File: src/ciac_regs.vh
/*
 * constants for the interrupt sequencing and addressing core:
 * vectors, register indices, addressing mode codes, flag positions.
 * assumes it is included once by name from the core module.
 */
`ifndef CIAC_REGS_VH
`define CIAC_REGS_VH

// ****************************************
// vector addresses, high byte first
// ****************************************
`define CIAC_VEC_RESTART 16'hFFFE
`define CIAC_VEC_NMI     16'hFFFC
`define CIAC_VEC_TRAP    16'hFFFA
`define CIAC_VEC_IRQ     16'hFFF8

// ****************************************
// register indices on the software port
// ****************************************
`define CIAC_IDX_PC      3'h0
`define CIAC_IDX_SP      3'h1
`define CIAC_IDX_X       3'h2
`define CIAC_IDX_A       3'h3
`define CIAC_IDX_B       3'h4
`define CIAC_IDX_CC      3'h5

// ****************************************
// flag positions and fixed bits
// ****************************************
`define CIAC_CC_C        0
`define CIAC_CC_V        1
`define CIAC_CC_Z        2
`define CIAC_CC_N        3
`define CIAC_CC_I        4
`define CIAC_CC_H        5
`define CIAC_CC_ONES     8'hC0
`define CIAC_CC_RESET    8'hD0

// ****************************************
// addressing modes
// ****************************************
`define CIAC_MODE_ACCA   3'h0
`define CIAC_MODE_ACCB   3'h1
`define CIAC_MODE_IMPL   3'h2
`define CIAC_MODE_IMM8   3'h3
`define CIAC_MODE_IMM16  3'h4
`define CIAC_MODE_DIR    3'h5
`define CIAC_MODE_EXT    3'h6
`define CIAC_MODE_IDX    3'h7

// ****************************************
// reset values and counts
// ****************************************
`define CIAC_PC_RESET    16'h0000
`define CIAC_SP_RESET    16'h0000
`define CIAC_X_RESET     16'h0000
`define CIAC_PUSH_LAST   3'h6
`define CIAC_BR_OFFSET   16'h0002

`endif

File: src/ciac_core.v
/*
 * interrupt sequencing, programmer register set and operand address
 * generation of an 8-bit processor core.
 * assumes the instruction sequencer outside pulses the boundary, trap,
 * wait, branch, address and arithmetic strobes, and that external memory
 * answers a read strobe with data within the cycle of the strobe.
 */
// The implementer's own choices: the address-and-strobe port and the address map.
`include "ciac_regs.vh"

module ciac_core
(
    // clock, reset, enable
    input  wire        mclk_in,
    input  wire        reset_n_in,
    input  wire        clk_en_in,
    // request lines
    input  wire        irq_n_in,
    input  wire        nmi_n_in,
    input  wire        stop_req_n_in,
    // sequencer strobes
    input  wire        instr_done_in,
    input  wire        wait_for_event_instr_in,
    input  wire        software_trap_instr_in,
    input  wire        branch_in,
    input  wire        addr_calc_in,
    input  wire        alu_add_in,
    input  wire [2:0]  mode_in,
    input  wire [7:0]  byte2_in,
    input  wire [7:0]  byte3_in,
    // software register port
    input  wire [2:0]  reg_addr_in,
    input  wire [15:0] reg_wdata_in,
    input  wire        reg_wr_in,
    input  wire        reg_rd_in,
    output reg  [15:0] reg_rdata_out,
    // external memory
    output reg  [15:0] mem_addr_out,
    output reg  [7:0]  mem_wdata_out,
    output reg         mem_wr_out,
    output reg         mem_rd_out,
    input  wire [7:0]  mem_rdata_in,
    // status and address results
    output reg         busy_out,
    output reg         bus_free_out,
    output reg  [15:0] eff_addr_out,
    output reg  [15:0] operand_out
);

    // ****************************************
    // states
    // ****************************************
    localparam [5:0] ST_IDLE = 6'b00_0001;
    localparam [5:0] ST_PUSH = 6'b00_0010;
    localparam [5:0] ST_VHI  = 6'b00_0100;
    localparam [5:0] ST_VLO  = 6'b00_1000;
    localparam [5:0] ST_VEND = 6'b01_0000;
    localparam [5:0] ST_WAIT = 6'b10_0000;

    reg [5:0]  state_r;
    reg [15:0] pc_r;
    reg [15:0] sp_r;
    reg [15:0] x_r;
    reg [7:0]  acc_a_r;
    reg [7:0]  acc_b_r;
    reg [7:0]  cc_r;
    reg [15:0] ea_tmp_r;
    reg [15:0] vec_r;
    reg [7:0]  vec_hi_r;
    reg [2:0]  push_idx_r;
    reg        phase2_r;
    reg        irq_lvl_r;
    reg        nmi_prev_r;
    reg        nmi_pend_r;
    reg        bound_pend_r;
    reg        wait_mode_r;

    // ****************************************
    // byte chosen for each push step
    // ****************************************
    function [7:0] push_byte;
        input [2:0]  idx;
        input [15:0] pc;
        input [15:0] x;
        input [7:0]  a;
        input [7:0]  b;
        input [7:0]  cc;
        begin
            case (idx)
                3'h0:    push_byte = pc[7:0];
                3'h1:    push_byte = pc[15:8];
                3'h2:    push_byte = x[7:0];
                3'h3:    push_byte = x[15:8];
                3'h4:    push_byte = a;
                3'h5:    push_byte = b;
                default: push_byte = cc | `CIAC_CC_ONES;
            endcase
        end
    endfunction

    // ****************************************
    // request decode
    // ****************************************
    // only a change from high to low between two phase-two samples counts
    wire nmi_fall = nmi_prev_r & ~nmi_n_in;
    // stop-request low blocks both requests; trap and wait instructions are still taken
    wire irq_ok   = irq_lvl_r & ~cc_r[`CIAC_CC_I] & stop_req_n_in;
    wire nmi_ok   = nmi_pend_r & stop_req_n_in;
    // a trap instruction is itself the boundary event, so it skips the phase wait
    wire start_ok = bound_pend_r & ~phase2_r & (irq_ok | nmi_ok);
    wire [15:0] vec_sel = nmi_ok ? `CIAC_VEC_NMI : `CIAC_VEC_IRQ;
    wire idle = state_r[0];
    wire [15:0] pc_branch = pc_r + `CIAC_BR_OFFSET
                            + {{8{byte2_in[7]}}, byte2_in};

    // ****************************************
    // arithmetic flags for A plus operand
    // ****************************************
    wire [8:0] sum9 = {1'b0, acc_a_r} + {1'b0, byte2_in};
    wire [4:0] sum5 = {1'b0, acc_a_r[3:0]} + {1'b0, byte2_in[3:0]};
    wire       ovf  = (acc_a_r[7] == byte2_in[7]) & (sum9[7] != acc_a_r[7]);

    // ****************************************
    // request sampling
    // ****************************************
    always @(posedge mclk_in or negedge reset_n_in)
    begin
        if (!reset_n_in)
        begin
            phase2_r     <= 1'b0;
            irq_lvl_r    <= 1'b0;
            nmi_prev_r   <= 1'b1;
            nmi_pend_r   <= 1'b0;
            bound_pend_r <= 1'b0;
        end
        else if (clk_en_in)
        begin
            // high marks phase two; the toggle stands in for the two-phase clock
            phase2_r <= ~phase2_r;
            if (phase2_r)
            begin
                // a level dropped before the boundary is simply never seen
                irq_lvl_r  <= ~irq_n_in;
                nmi_prev_r <= nmi_n_in;
            end
            // a new edge in the acceptance cycle wins over the clear
            if (phase2_r && nmi_fall)
                nmi_pend_r <= 1'b1;
            else if (start_ok && nmi_ok && idle)
                nmi_pend_r <= 1'b0;
            else if (state_r[5] && nmi_ok)
                nmi_pend_r <= 1'b0;
            if (instr_done_in)
                bound_pend_r <= 1'b1;
            else if (!phase2_r || !idle)
                bound_pend_r <= 1'b0;
        end
    end

    // ****************************************
    // sequencer and programmer registers
    // ****************************************
    always @(posedge mclk_in or negedge reset_n_in)
    begin
        if (!reset_n_in)
        begin
            // restart runs straight after release
            state_r       <= ST_VHI;
            vec_r         <= `CIAC_VEC_RESTART;
            pc_r          <= `CIAC_PC_RESET;
            sp_r          <= `CIAC_SP_RESET;
            x_r           <= `CIAC_X_RESET;
            acc_a_r       <= 8'h00;
            acc_b_r       <= 8'h00;
            cc_r          <= `CIAC_CC_RESET;
            ea_tmp_r      <= 16'h0000;
            vec_hi_r      <= 8'h00;
            push_idx_r    <= 3'h0;
            wait_mode_r   <= 1'b0;
            mem_addr_out  <= 16'h0000;
            mem_wdata_out <= 8'h00;
            mem_wr_out    <= 1'b0;
            mem_rd_out    <= 1'b0;
            busy_out      <= 1'b1;
            bus_free_out  <= 1'b0;
            eff_addr_out  <= 16'h0000;
            operand_out   <= 16'h0000;
            reg_rdata_out <= 16'h0000;
        end
        else if (clk_en_in)
        begin
            // strobes are single-cycle pulses unless a state below raises them again
            mem_wr_out <= 1'b0;
            mem_rd_out <= 1'b0;

            // ****************************************
            // interrupt and restart sequence
            // ****************************************
            case (state_r)
                ST_IDLE:
                begin
                    if (software_trap_instr_in || wait_for_event_instr_in)
                    begin
                        state_r     <= ST_PUSH;
                        wait_mode_r <= wait_for_event_instr_in;
                        vec_r       <= `CIAC_VEC_TRAP;
                        push_idx_r  <= 3'h0;
                    end
                    else if (start_ok)
                    begin
                        state_r     <= ST_PUSH;
                        wait_mode_r <= 1'b0;
                        vec_r       <= vec_sel;
                        push_idx_r  <= 3'h0;
                    end
                end
                ST_PUSH:
                begin
                    mem_addr_out  <= sp_r;
                    mem_wdata_out <= push_byte(push_idx_r, pc_r, x_r,
                                               acc_a_r, acc_b_r, cc_r);
                    mem_wr_out    <= 1'b1;
                    sp_r          <= sp_r - 16'h0001;
                    push_idx_r    <= push_idx_r + 3'h1;
                    if (push_idx_r == `CIAC_PUSH_LAST)
                    begin
                        if (wait_mode_r)
                        begin
                            // bus-free waits for the wait state so it never overlaps a write
                            state_r          <= ST_WAIT;
                        end
                        else
                        begin
                            state_r          <= ST_VHI;
                            cc_r[`CIAC_CC_I] <= 1'b1;
                        end
                    end
                end
                ST_WAIT:
                begin
                    // leave only for an allowed request; the trap vector is replaced
                    if (irq_ok || nmi_ok)
                    begin
                        state_r      <= ST_VHI;
                        bus_free_out <= 1'b0;
                        vec_r        <= vec_sel;
                        cc_r[`CIAC_CC_I] <= 1'b1;
                    end
                    else
                    begin
                        // raised one cycle after the last push write
                        bus_free_out <= 1'b1;
                    end
                end
                ST_VHI:
                begin
                    mem_addr_out <= vec_r;
                    mem_rd_out   <= 1'b1;
                    state_r      <= ST_VLO;
                end
                ST_VLO:
                begin
                    // memory answers inside the strobe cycle, so this edge takes the high byte
                    vec_hi_r     <= mem_rdata_in;
                    mem_addr_out <= vec_r + 16'h0001;
                    mem_rd_out   <= 1'b1;
                    state_r      <= ST_VEND;
                end
                ST_VEND:
                begin
                    // both halves enter the counter together, never half a vector
                    pc_r     <= {vec_hi_r, mem_rdata_in};
                    state_r  <= ST_IDLE;
                    busy_out <= 1'b0;
                end
                default:
                    state_r <= ST_IDLE;
            endcase
            // busy falls with the counter load, so software never sees half a vector
            if (!idle || start_ok || software_trap_instr_in || wait_for_event_instr_in)
                busy_out <= ~(state_r[4]);

            // ****************************************
            // operand addressing, only while idle
            // ****************************************
            if (idle && addr_calc_in)
            begin
                case (mode_in)
                    `CIAC_MODE_ACCA:  operand_out <= {8'h00, acc_a_r};
                    `CIAC_MODE_ACCB:  operand_out <= {8'h00, acc_b_r};
                    `CIAC_MODE_IMPL:  operand_out <= x_r;
                    `CIAC_MODE_IMM8:  operand_out <= {8'h00, byte2_in};
                    `CIAC_MODE_IMM16: operand_out <= {byte2_in, byte3_in};
                    `CIAC_MODE_DIR:   eff_addr_out <= {8'h00, byte2_in};
                    `CIAC_MODE_EXT:   eff_addr_out <= {byte2_in, byte3_in};
                    default:
                    begin
                        // the temporary keeps the sum; the index register is not written
                        ea_tmp_r     <= x_r + {8'h00, byte2_in};
                        eff_addr_out <= x_r + {8'h00, byte2_in};
                    end
                endcase
            end

            // ****************************************
            // relative branch and add with flags
            // ****************************************
            if (idle && branch_in)
                pc_r <= pc_branch;
            if (idle && alu_add_in)
            begin
                acc_a_r               <= sum9[7:0];
                cc_r[`CIAC_CC_C]      <= sum9[8];
                cc_r[`CIAC_CC_H]      <= sum5[4];
                cc_r[`CIAC_CC_N]      <= sum9[7];
                cc_r[`CIAC_CC_Z]      <= (sum9[7:0] == 8'h00);
                cc_r[`CIAC_CC_V]      <= ovf;
            end

            // ****************************************
            // software port: writes only land while idle
            // ****************************************
            if (reg_wr_in && idle)
            begin
                case (reg_addr_in)
                    `CIAC_IDX_PC: pc_r    <= reg_wdata_in;
                    `CIAC_IDX_SP: sp_r    <= reg_wdata_in;
                    `CIAC_IDX_X:  x_r     <= reg_wdata_in;
                    `CIAC_IDX_A:  acc_a_r <= reg_wdata_in[7:0];
                    `CIAC_IDX_B:  acc_b_r <= reg_wdata_in[7:0];
                    `CIAC_IDX_CC: cc_r    <= reg_wdata_in[7:0] | `CIAC_CC_ONES;
                    // unmapped indices are dropped; a hold here would undo a flag update
                    default:      ;
                endcase
            end
            if (reg_rd_in)
            begin
                case (reg_addr_in)
                    `CIAC_IDX_PC: reg_rdata_out <= pc_r;
                    `CIAC_IDX_SP: reg_rdata_out <= sp_r;
                    `CIAC_IDX_X:  reg_rdata_out <= x_r;
                    `CIAC_IDX_A:  reg_rdata_out <= {8'h00, acc_a_r};
                    `CIAC_IDX_B:  reg_rdata_out <= {8'h00, acc_b_r};
                    `CIAC_IDX_CC: reg_rdata_out <= {8'h00, cc_r | `CIAC_CC_ONES};
                    default:      reg_rdata_out <= 16'h0000;
                endcase
            end
        end
    end

endmodule

File: config.mk
export PLATFORM = sky130hd
export DESIGN_NAME = ciac_core
export DESIGN_NICKNAME = d
export VERILOG_FILES = /design/src/ciac_core.v
export VERILOG_INCLUDE_DIRS = /design/src
export SDC_FILE = /design/constraint.sdc
export NUM_CORES = 1
export LEC_CHECK = 0
export BUFFER_PORTS_ARGS = -buffer_cell sky130_fd_sc_hd__clkbuf_2
export CORE_ASPECT_RATIO = 0.9
export CORE_MARGIN = 1.5
export CORE_UTILIZATION = 50
export CTS_CLUSTER_SIZE = 24
export DETAILED_ROUTE_END_ITERATION = 8
export PLACE_DENSITY = 0.69
export SLEW_MARGIN = 0
export SYNTH_ARGS = -nofsm -noshare
export SYNTH_HDL_FRONTEND = slang
export SYNTH_SLANG_ARGS = --single-unit
export TNS_END_PERCENT = 20
File: constraint.sdc
create_clock -name mclk_in -period 4 [get_ports mclk_in]
set_input_delay 0.4 -clock mclk_in [delete_from_list [all_inputs] [get_ports mclk_in]]
set_output_delay 0.4 -clock mclk_in [all_outputs]
set_load 0.1 [all_outputs]
==> results.yml, run 1 <==
sta:
  setup_viol: 0
  grt_setup_unrepaired: "no"
  fin_crit_sh_pct: 73.5
  fmax_ghz: 0.340
  finalHoldViolCount: 0
  layout_min_cycle_time_ps: 2940
  skew_ps: 11.4
  drv_slew: 0
  tns_ps: 0
  slew_headroom_pct: 18.7
  worstMarginPinSlew_ps: 1210
clocking:
  clock_latency_ps: 440
  clockBufferDepth: 2
  ctsResizeCount: 0
  clockRootBuffer: "clkbuf_16"
  cts_setup_buffers: 0
  clock_sinks: 171
  htree_levels: 4
  clkTransAtPathRegs_ps: 70
  tritoncts: "done"
  cts_made_buffers: 17
  ctsHoldBuffers: 0
power_and_ir_drop:
  seq_power_share_pct: 31.1
  combPwrFrac_pct: 53.6
  power_mw: 11.4
  p_per_area_nw_per_um2: 918
  vdd.ir_drop.worst_v: 0.000529
  p_sw_share_pct: 54.6
  power_switching_mw: 6.21
  internal-power_mw: 5.16
  p_clk_share_pct: 15.2
  p_leak_nw: 5.73
route:
  drt_wl_total_mm: 35.9
  antenna_left: 0
  num_vias: 10200
  drt_pre_antenna_iters: 6
  viasPerCell: 6.31
  wire_per_inst_um: 22.2
  drt-initial-drc-count: 1610
  remaining_drc_errors: 0
critical_path:
  arrival_ps: 3280
  rrSetupSlack_ps: 1060
  startpoint_type: "flop"
  crit_type: "flop to flop"
  slowest_stage: "dfrtp_1"
  crit_chain: "inv_1 -> ha_1 -> inv_1 -> ha_1 -> inv_1 -> fa_1 -> nand2b_1 -> a21oi_1 -> o21ai_1 -> o2111a_1 -> a221o_1 -> a311oi_1"
  required_ps: 4340
  path_max_fanout: 4
  slowest_delay_ps: 400
  cp-end-kind: "flop"
  path_common_cell: "inv_1"
logic_synthesis:
  async_reset_ff_share_pct: 100
  avgSynthCellArea_um2: 8.95
  synth_top_area_cell: "dfrtp_1"
  synthTopCellsByArea: "dfrtp_1 (38%), ha_1 (5.9%), a21oi_1 (5.0%)"
  synth_top_area_share_pct: 38.0
  syn_nets: 1328
  syn_inst: 1214
  ys_seq_area_share_pct: 39.4
  yosysWarningCount: 0
  syn-cell-area_um2: 10900
  synth-main-ff-cell: "dfrtp_1"
  ys_ff_latch: 171
  synth_edf_count: 0
  synthDistinctLibCells: 78
global_route:
  grt_max_degree: 89
  globalRouteMet2Util_pct: 47.5
  overflow: 0
  use_met1_pct: 46.7
  grt.met3_usage_pct: 7.41
  grt_pass1_wl_mm: 54.8
  grtUsageTotal_pct: 32.3
  grt-busiest-layer: "met2"
  antenna_found_initial: 1
  grt_pass1_vias: 9451
final_layout:
  layout_commonest_cell: "dfrtp_1"
  drive_above_1_share_pct: 17.1
  layout_common_cells: "dfrtp_1 (165), nand2_1 (141), clkbuf_2 (134), a21oi_1 (109), nor2_1 (94)"
  syn_to_final_growth_pct: 14.0
  fin_nets: 1431
placement:
  port_buffers: 135
  dp_hpwl_mm: 26.0
  globalplace.congestion: 0.954
job:
  max-cap-violations: 0
die:
  die-area_um2: 22600
  die_h_um: 143
  die_w_um: 158
  ioPinCount: 136
  start_util_pct: 51.5
  rows: 50
  core_um2: 21100
min_path:
  min_path_type: "input pin to asynchronous set/reset pin"
outcome:
  status: "finished, final reports clean"
==> cell type report <==
class	instances	area [um2]
Tap cell	286	358
Sequential cell	171	4290
Multi-Input combinational cell	938	6180
Fill cell	1916	8700
Clock inverter	15	175
Inverter	41	154
Timing Repair Buffer	148	805
Clock buffer	17	425
Antenna cell	1	2.50
==> per-stage QoR <==
step                util, %  cell area (um2)  hold slack [ps]  setup slack [ps]  instances
finish                 58.8            12400             37.2              1060       1617
global route           58.7            12400              102               925       1616
CTS                    58.7            12400             74.5              1110       1616
detailed placement     55.9            11800              460               821       1584
global placement       55.9            11800              460               906       1584
floorplan                 -            10900              104              1420       1214
==> worst max-delay path, delay by kind of cell, from the launching register on <==
kind,cells,cell delay (ps)
AND/OR/NAND/NOR,1,200
AO/OA/AOI/OAI,5,1190
buffers and inverters,3,250
flip-flops,1,400
adder cells (fa/ha/maj),3,800
==> path summary, 6_finish.rpt <==
check | from | end | cells past startpoint
max reg2reg | pc_r[1] | pc_r[15] | 12
max | pc_r[1] | pc_r[15] | 12
min reg2reg | busy_out | busy_out | 2
max in group asynchronous | reset_n_in | pc_r[3] | 2
min | reset_n_in | operand_out[6] | 1
min in group mclk_in | irq_n_in | irq_lvl_r | 2
==> logic make-up after synthesis <==
| group | synth area share (%) |
|---|---|
| fa+ha+maj | 6.42 |
| xor+xnor | 2.42 |
| buf+inv | 3.67 |
| simple gates | 15.5 |
| flops | 39.4 |
| mux | 8.41 |
| compound gates | 24.1 |
==> sequential cells by signal, indices dropped and copies added (netlist names), 8 cells and up <==
signal,flops
pc_r,16
mem_addr_out,16
mem_wdata_out,8
reg_rdata_out,16
eff_addr_out,16
acc_a_r,8
vec_hi_r,8
x_r,16
acc_b_r,8
operand_out,16
sp_r,16
==> power groups by stage <==
stage	clock network, mW	logic, mW	registers [mW]
6_report	1.73	6.10	3.54
5_1_grt	1.82	6.55	3.59
4_1_cts	1.74	6.04	3.48
3_5_place_dp	0	6.02	3.50
3_3_place_gp	0	5.93	3.49
2_1_floorplan	0	2.83	5.12
==> Yosys cell counts, types with 5 or more instances <==
cell type  count
dfrtp_1      165
a31oi_1        7
nor3_1        17
mux2i_1       44
nand2b_1      11
a21oi_1      109
nor2b_1        8
a22oi_1       13
o21ai_1       30
a221oi_1       9
o211ai_1      19
inv_1         39
ha_1          51
o21ai_0       89
mux2_2        24
o22ai_1       27
nand4_1        5
xnor2_1       15
o31ai_1        5
a22o_1        27
a211oi_1       7
nor3b_1        8
and2_1         6
xor2_1        15
dfstp_2        6
and3_1        11
clkbuf_1      56
nand3_1       25
a21o_1         6
mux2_1        18
a221o_1       11
nor2_1        94
o221ai_1      10
nand2_1      141
==> layer usage <==
layer	up-vias	part of all wire (%)
li1	4700	-
met1	4814	42
met2	609	43
met3	81	11
met4	0	3.2
met5	-	0
Note: power is estimated with default switching activity, not from simulation.
==> run 2: changes to the inputs <==
==> constraint.sdc (replaced) <==
create_clock -name mclk_in -period 2.8 [get_ports mclk_in]
set_input_delay 0.28 -clock mclk_in [delete_from_list [all_inputs] [get_ports mclk_in]]
set_output_delay 0.28 -clock mclk_in [all_outputs]
set_load 0.1 [all_outputs]
==> results.yml, run 2 (same netlist as run 1, synthesis figures left out) <==
critical_path:
  arrival_ps: 3050
  rrSetupSlack_ps: 100
  path_common_cell: "inv_1"
  critPathLaunch: "pc_r[1]"
  crit_family: "compound AO/OA/AOI/OAI gates"
  cp-end-kind: "flop"
  path_buf_inv: 3
  crit_chain: "inv_1 -> ha_1 -> inv_1 -> ha_1 -> inv_1 -> fa_1 -> nand2b_4 -> a21oi_2 -> o21ai_1 -> o2111a_1 -> a221o_1 -> a311oi_2"
  reg2regPathDepth: 12
  slowest_delay_ps: 400
  startpoint_type: "flop"
  path_max_fanout: 3
  crit_type: "flop to flop"
  slowest_stage: "fa_1"
  required_ps: 3150
  timing.rr.start: "pc_r[1]"
  reg2reg_to: "pc_r[15]"
outcome:
  status: "finished, final reports clean"
global_route:
  grtUsageTotal_pct: 33.2
  grt_pass1_wl_mm: 56.0
  antenna_found_initial: 0
  grt_pass1_vias: 9695
  grt_max_degree: 60
  overflow: 0
die:
  start_util_pct: 51.5
  ioPinCount: 136
  die-area_um2: 22600
  die_h_um: 143
  rows: 50
  die_w_um: 158
  core_um2: 21100
final_layout:
  syn_to_final_growth_pct: 18.0
  design_area_um2: 12800
  layout_common_cells: "dfrtp_1 (165), nand2_1 (141), clkbuf_2 (134), a21oi_1 (108), nor2_1 (94)"
  fin_nets: 1483
  drive_above_1_share_pct: 20.5
  layout_commonest_cell: "dfrtp_1"
  fillers: 1871
sta:
  drv_slew: 0
  fin_crit_sh_pct: 96.4
  skew_ps: 10.8
  layout_min_cycle_time_ps: 2700
  fmax_ghz: 0.370
  worstMarginPinSlew_ps: 1160
  setup_viol: 0
  finalHoldViolCount: 0
  setup_ws_ps: 99.5
  slew_headroom_pct: 22.3
route:
  drt_pre_antenna_iters: 7
  num_vias: 10500
  viasPerCell: 6.30
  wire_per_inst_um: 22.1
  drt-initial-drc-count: 1481
  drt_wl_total_mm: 36.9
  antenna_left: 0
  remaining_drc_errors: 0
placement:
  place_area_um2: 12100
  dp_hpwl_mm: 27.3
  globalplace.congestion: 0.969
  pre_cts_ws_ps: 16.9
  port_buffers: 135
min_path:
  worstHoldStart: "irq_n_in"
  min_to: "irq_lvl_r"
  min_path_cells: 2
  min_path_type: "input pin to flop"
power_and_ir_drop:
  vdd.ir_drop.worst_v: 0.000734
  p_per_area_nw_per_um2: 1300
  p_leak_nw: 5.99
clocking:
  clock_latency_ps: 440
  clockBufferDepth: 2
  tritoncts: "done"
  htree_levels: 4
  clkTransAtPathRegs_ps: 70
  clock_sinks: 171
  cts_made_buffers: 17
  clockRootBuffer: "clkbuf_16"
job:
  max-cap-violations: 0
## run 2: changes by cell type in the layout (fill, tap and decap cells not counted), sizes merged
| cell | before | now |
|---|---|---|
| dlygate4sd3 | 0 | 1 |
| clkinv | 3 | 4 |
| buf | 14 | 65 |
| inv | 49 | 47 |
| bufinv | 2 | 3 |
## run 2: worst reg2reg max path: cells and delay by family (launching register included)
kind / cells / cell delay (ps)
AO/OA/AOI/OAI: 5 / 1020
AND/OR/NAND/NOR: 1 / 170
buffers and inverters: 3 / 230
adder cells (fa/ha/maj): 3 / 810
flip-flops: 1 / 390
## run 2: per-layer routing
metal	up-vias	share of wire (%)	global-route usage, %
li1	4800	-	-
met1	5010	42	46.8
met2	617	43	48.3
met3	96	11	8.29
met4	0	3.8	14.1
met5	-	0	0
## run 2: power breakdown
part           switching [mW]  internal, mW  total (mW)
Sequential               1.21          3.51        4.73
Combinational            6.58          2.78        9.37
Clock                    1.15          1.44        2.59
## run 2: worst max-delay path by stage
stage	cells after the start	slack, ps	endpoint
5_1_grt	12	-8	pc_r[15]
3_3_place_gp	13	70	pc_r[15]
2_1_floorplan	8	280	pc_r[12]
6_report	12	100	pc_r[15]
4_1_cts	12	10	pc_r[15]
3_5_place_dp	13	20	pc_r[15]
## run 2: layout make-up
| cell class | count | area (um2) | share of cell area (%) |
|---|---|---|---|
| clock inverter | 15 | 203 | 1.58 |
| clock buffer | 17 | 425 | 3.32 |
| timing repair buffer | 200 | 1180 | 9.24 |
| inverter | 41 | 154 | 1.20 |
| antenna | 1 | 2.50 | 0.0195 |
| multi-input combinational | 938 | 6210 | 48.4 |
| tap | 286 | 358 | 2.79 |
| sequential | 171 | 4290 | 33.4 |
## run 2: per-stage QoR
stage / util [%] / total power, mW / hold WS [ps] / TNS (ps) / cells
after detailed placement: 57.6 / 13.9 / 290 / 0 / 1633
after CTS: 60.6 / 16.5 / 18.3 / 0 / 1666
final: 60.8 / 16.7 / 19.3 / 0 / 1669
after floorplan: - / 11.4 / -15.6 / 0 / 1214
after global routing: 60.8 / 17.5 / 47.8 / -8.37 / 1668
after global placement: 57.6 / 13.7 / 290 / 0 / 1633
## run 2: timing repair
action / in CTS / in global routing
resized for setup: 0 / 5
hold endpoints to repair: 53 / 0
hold buffers: 1 / 0
setup endpoints to repair: 0 / 4
setup buffers: 0 / 2
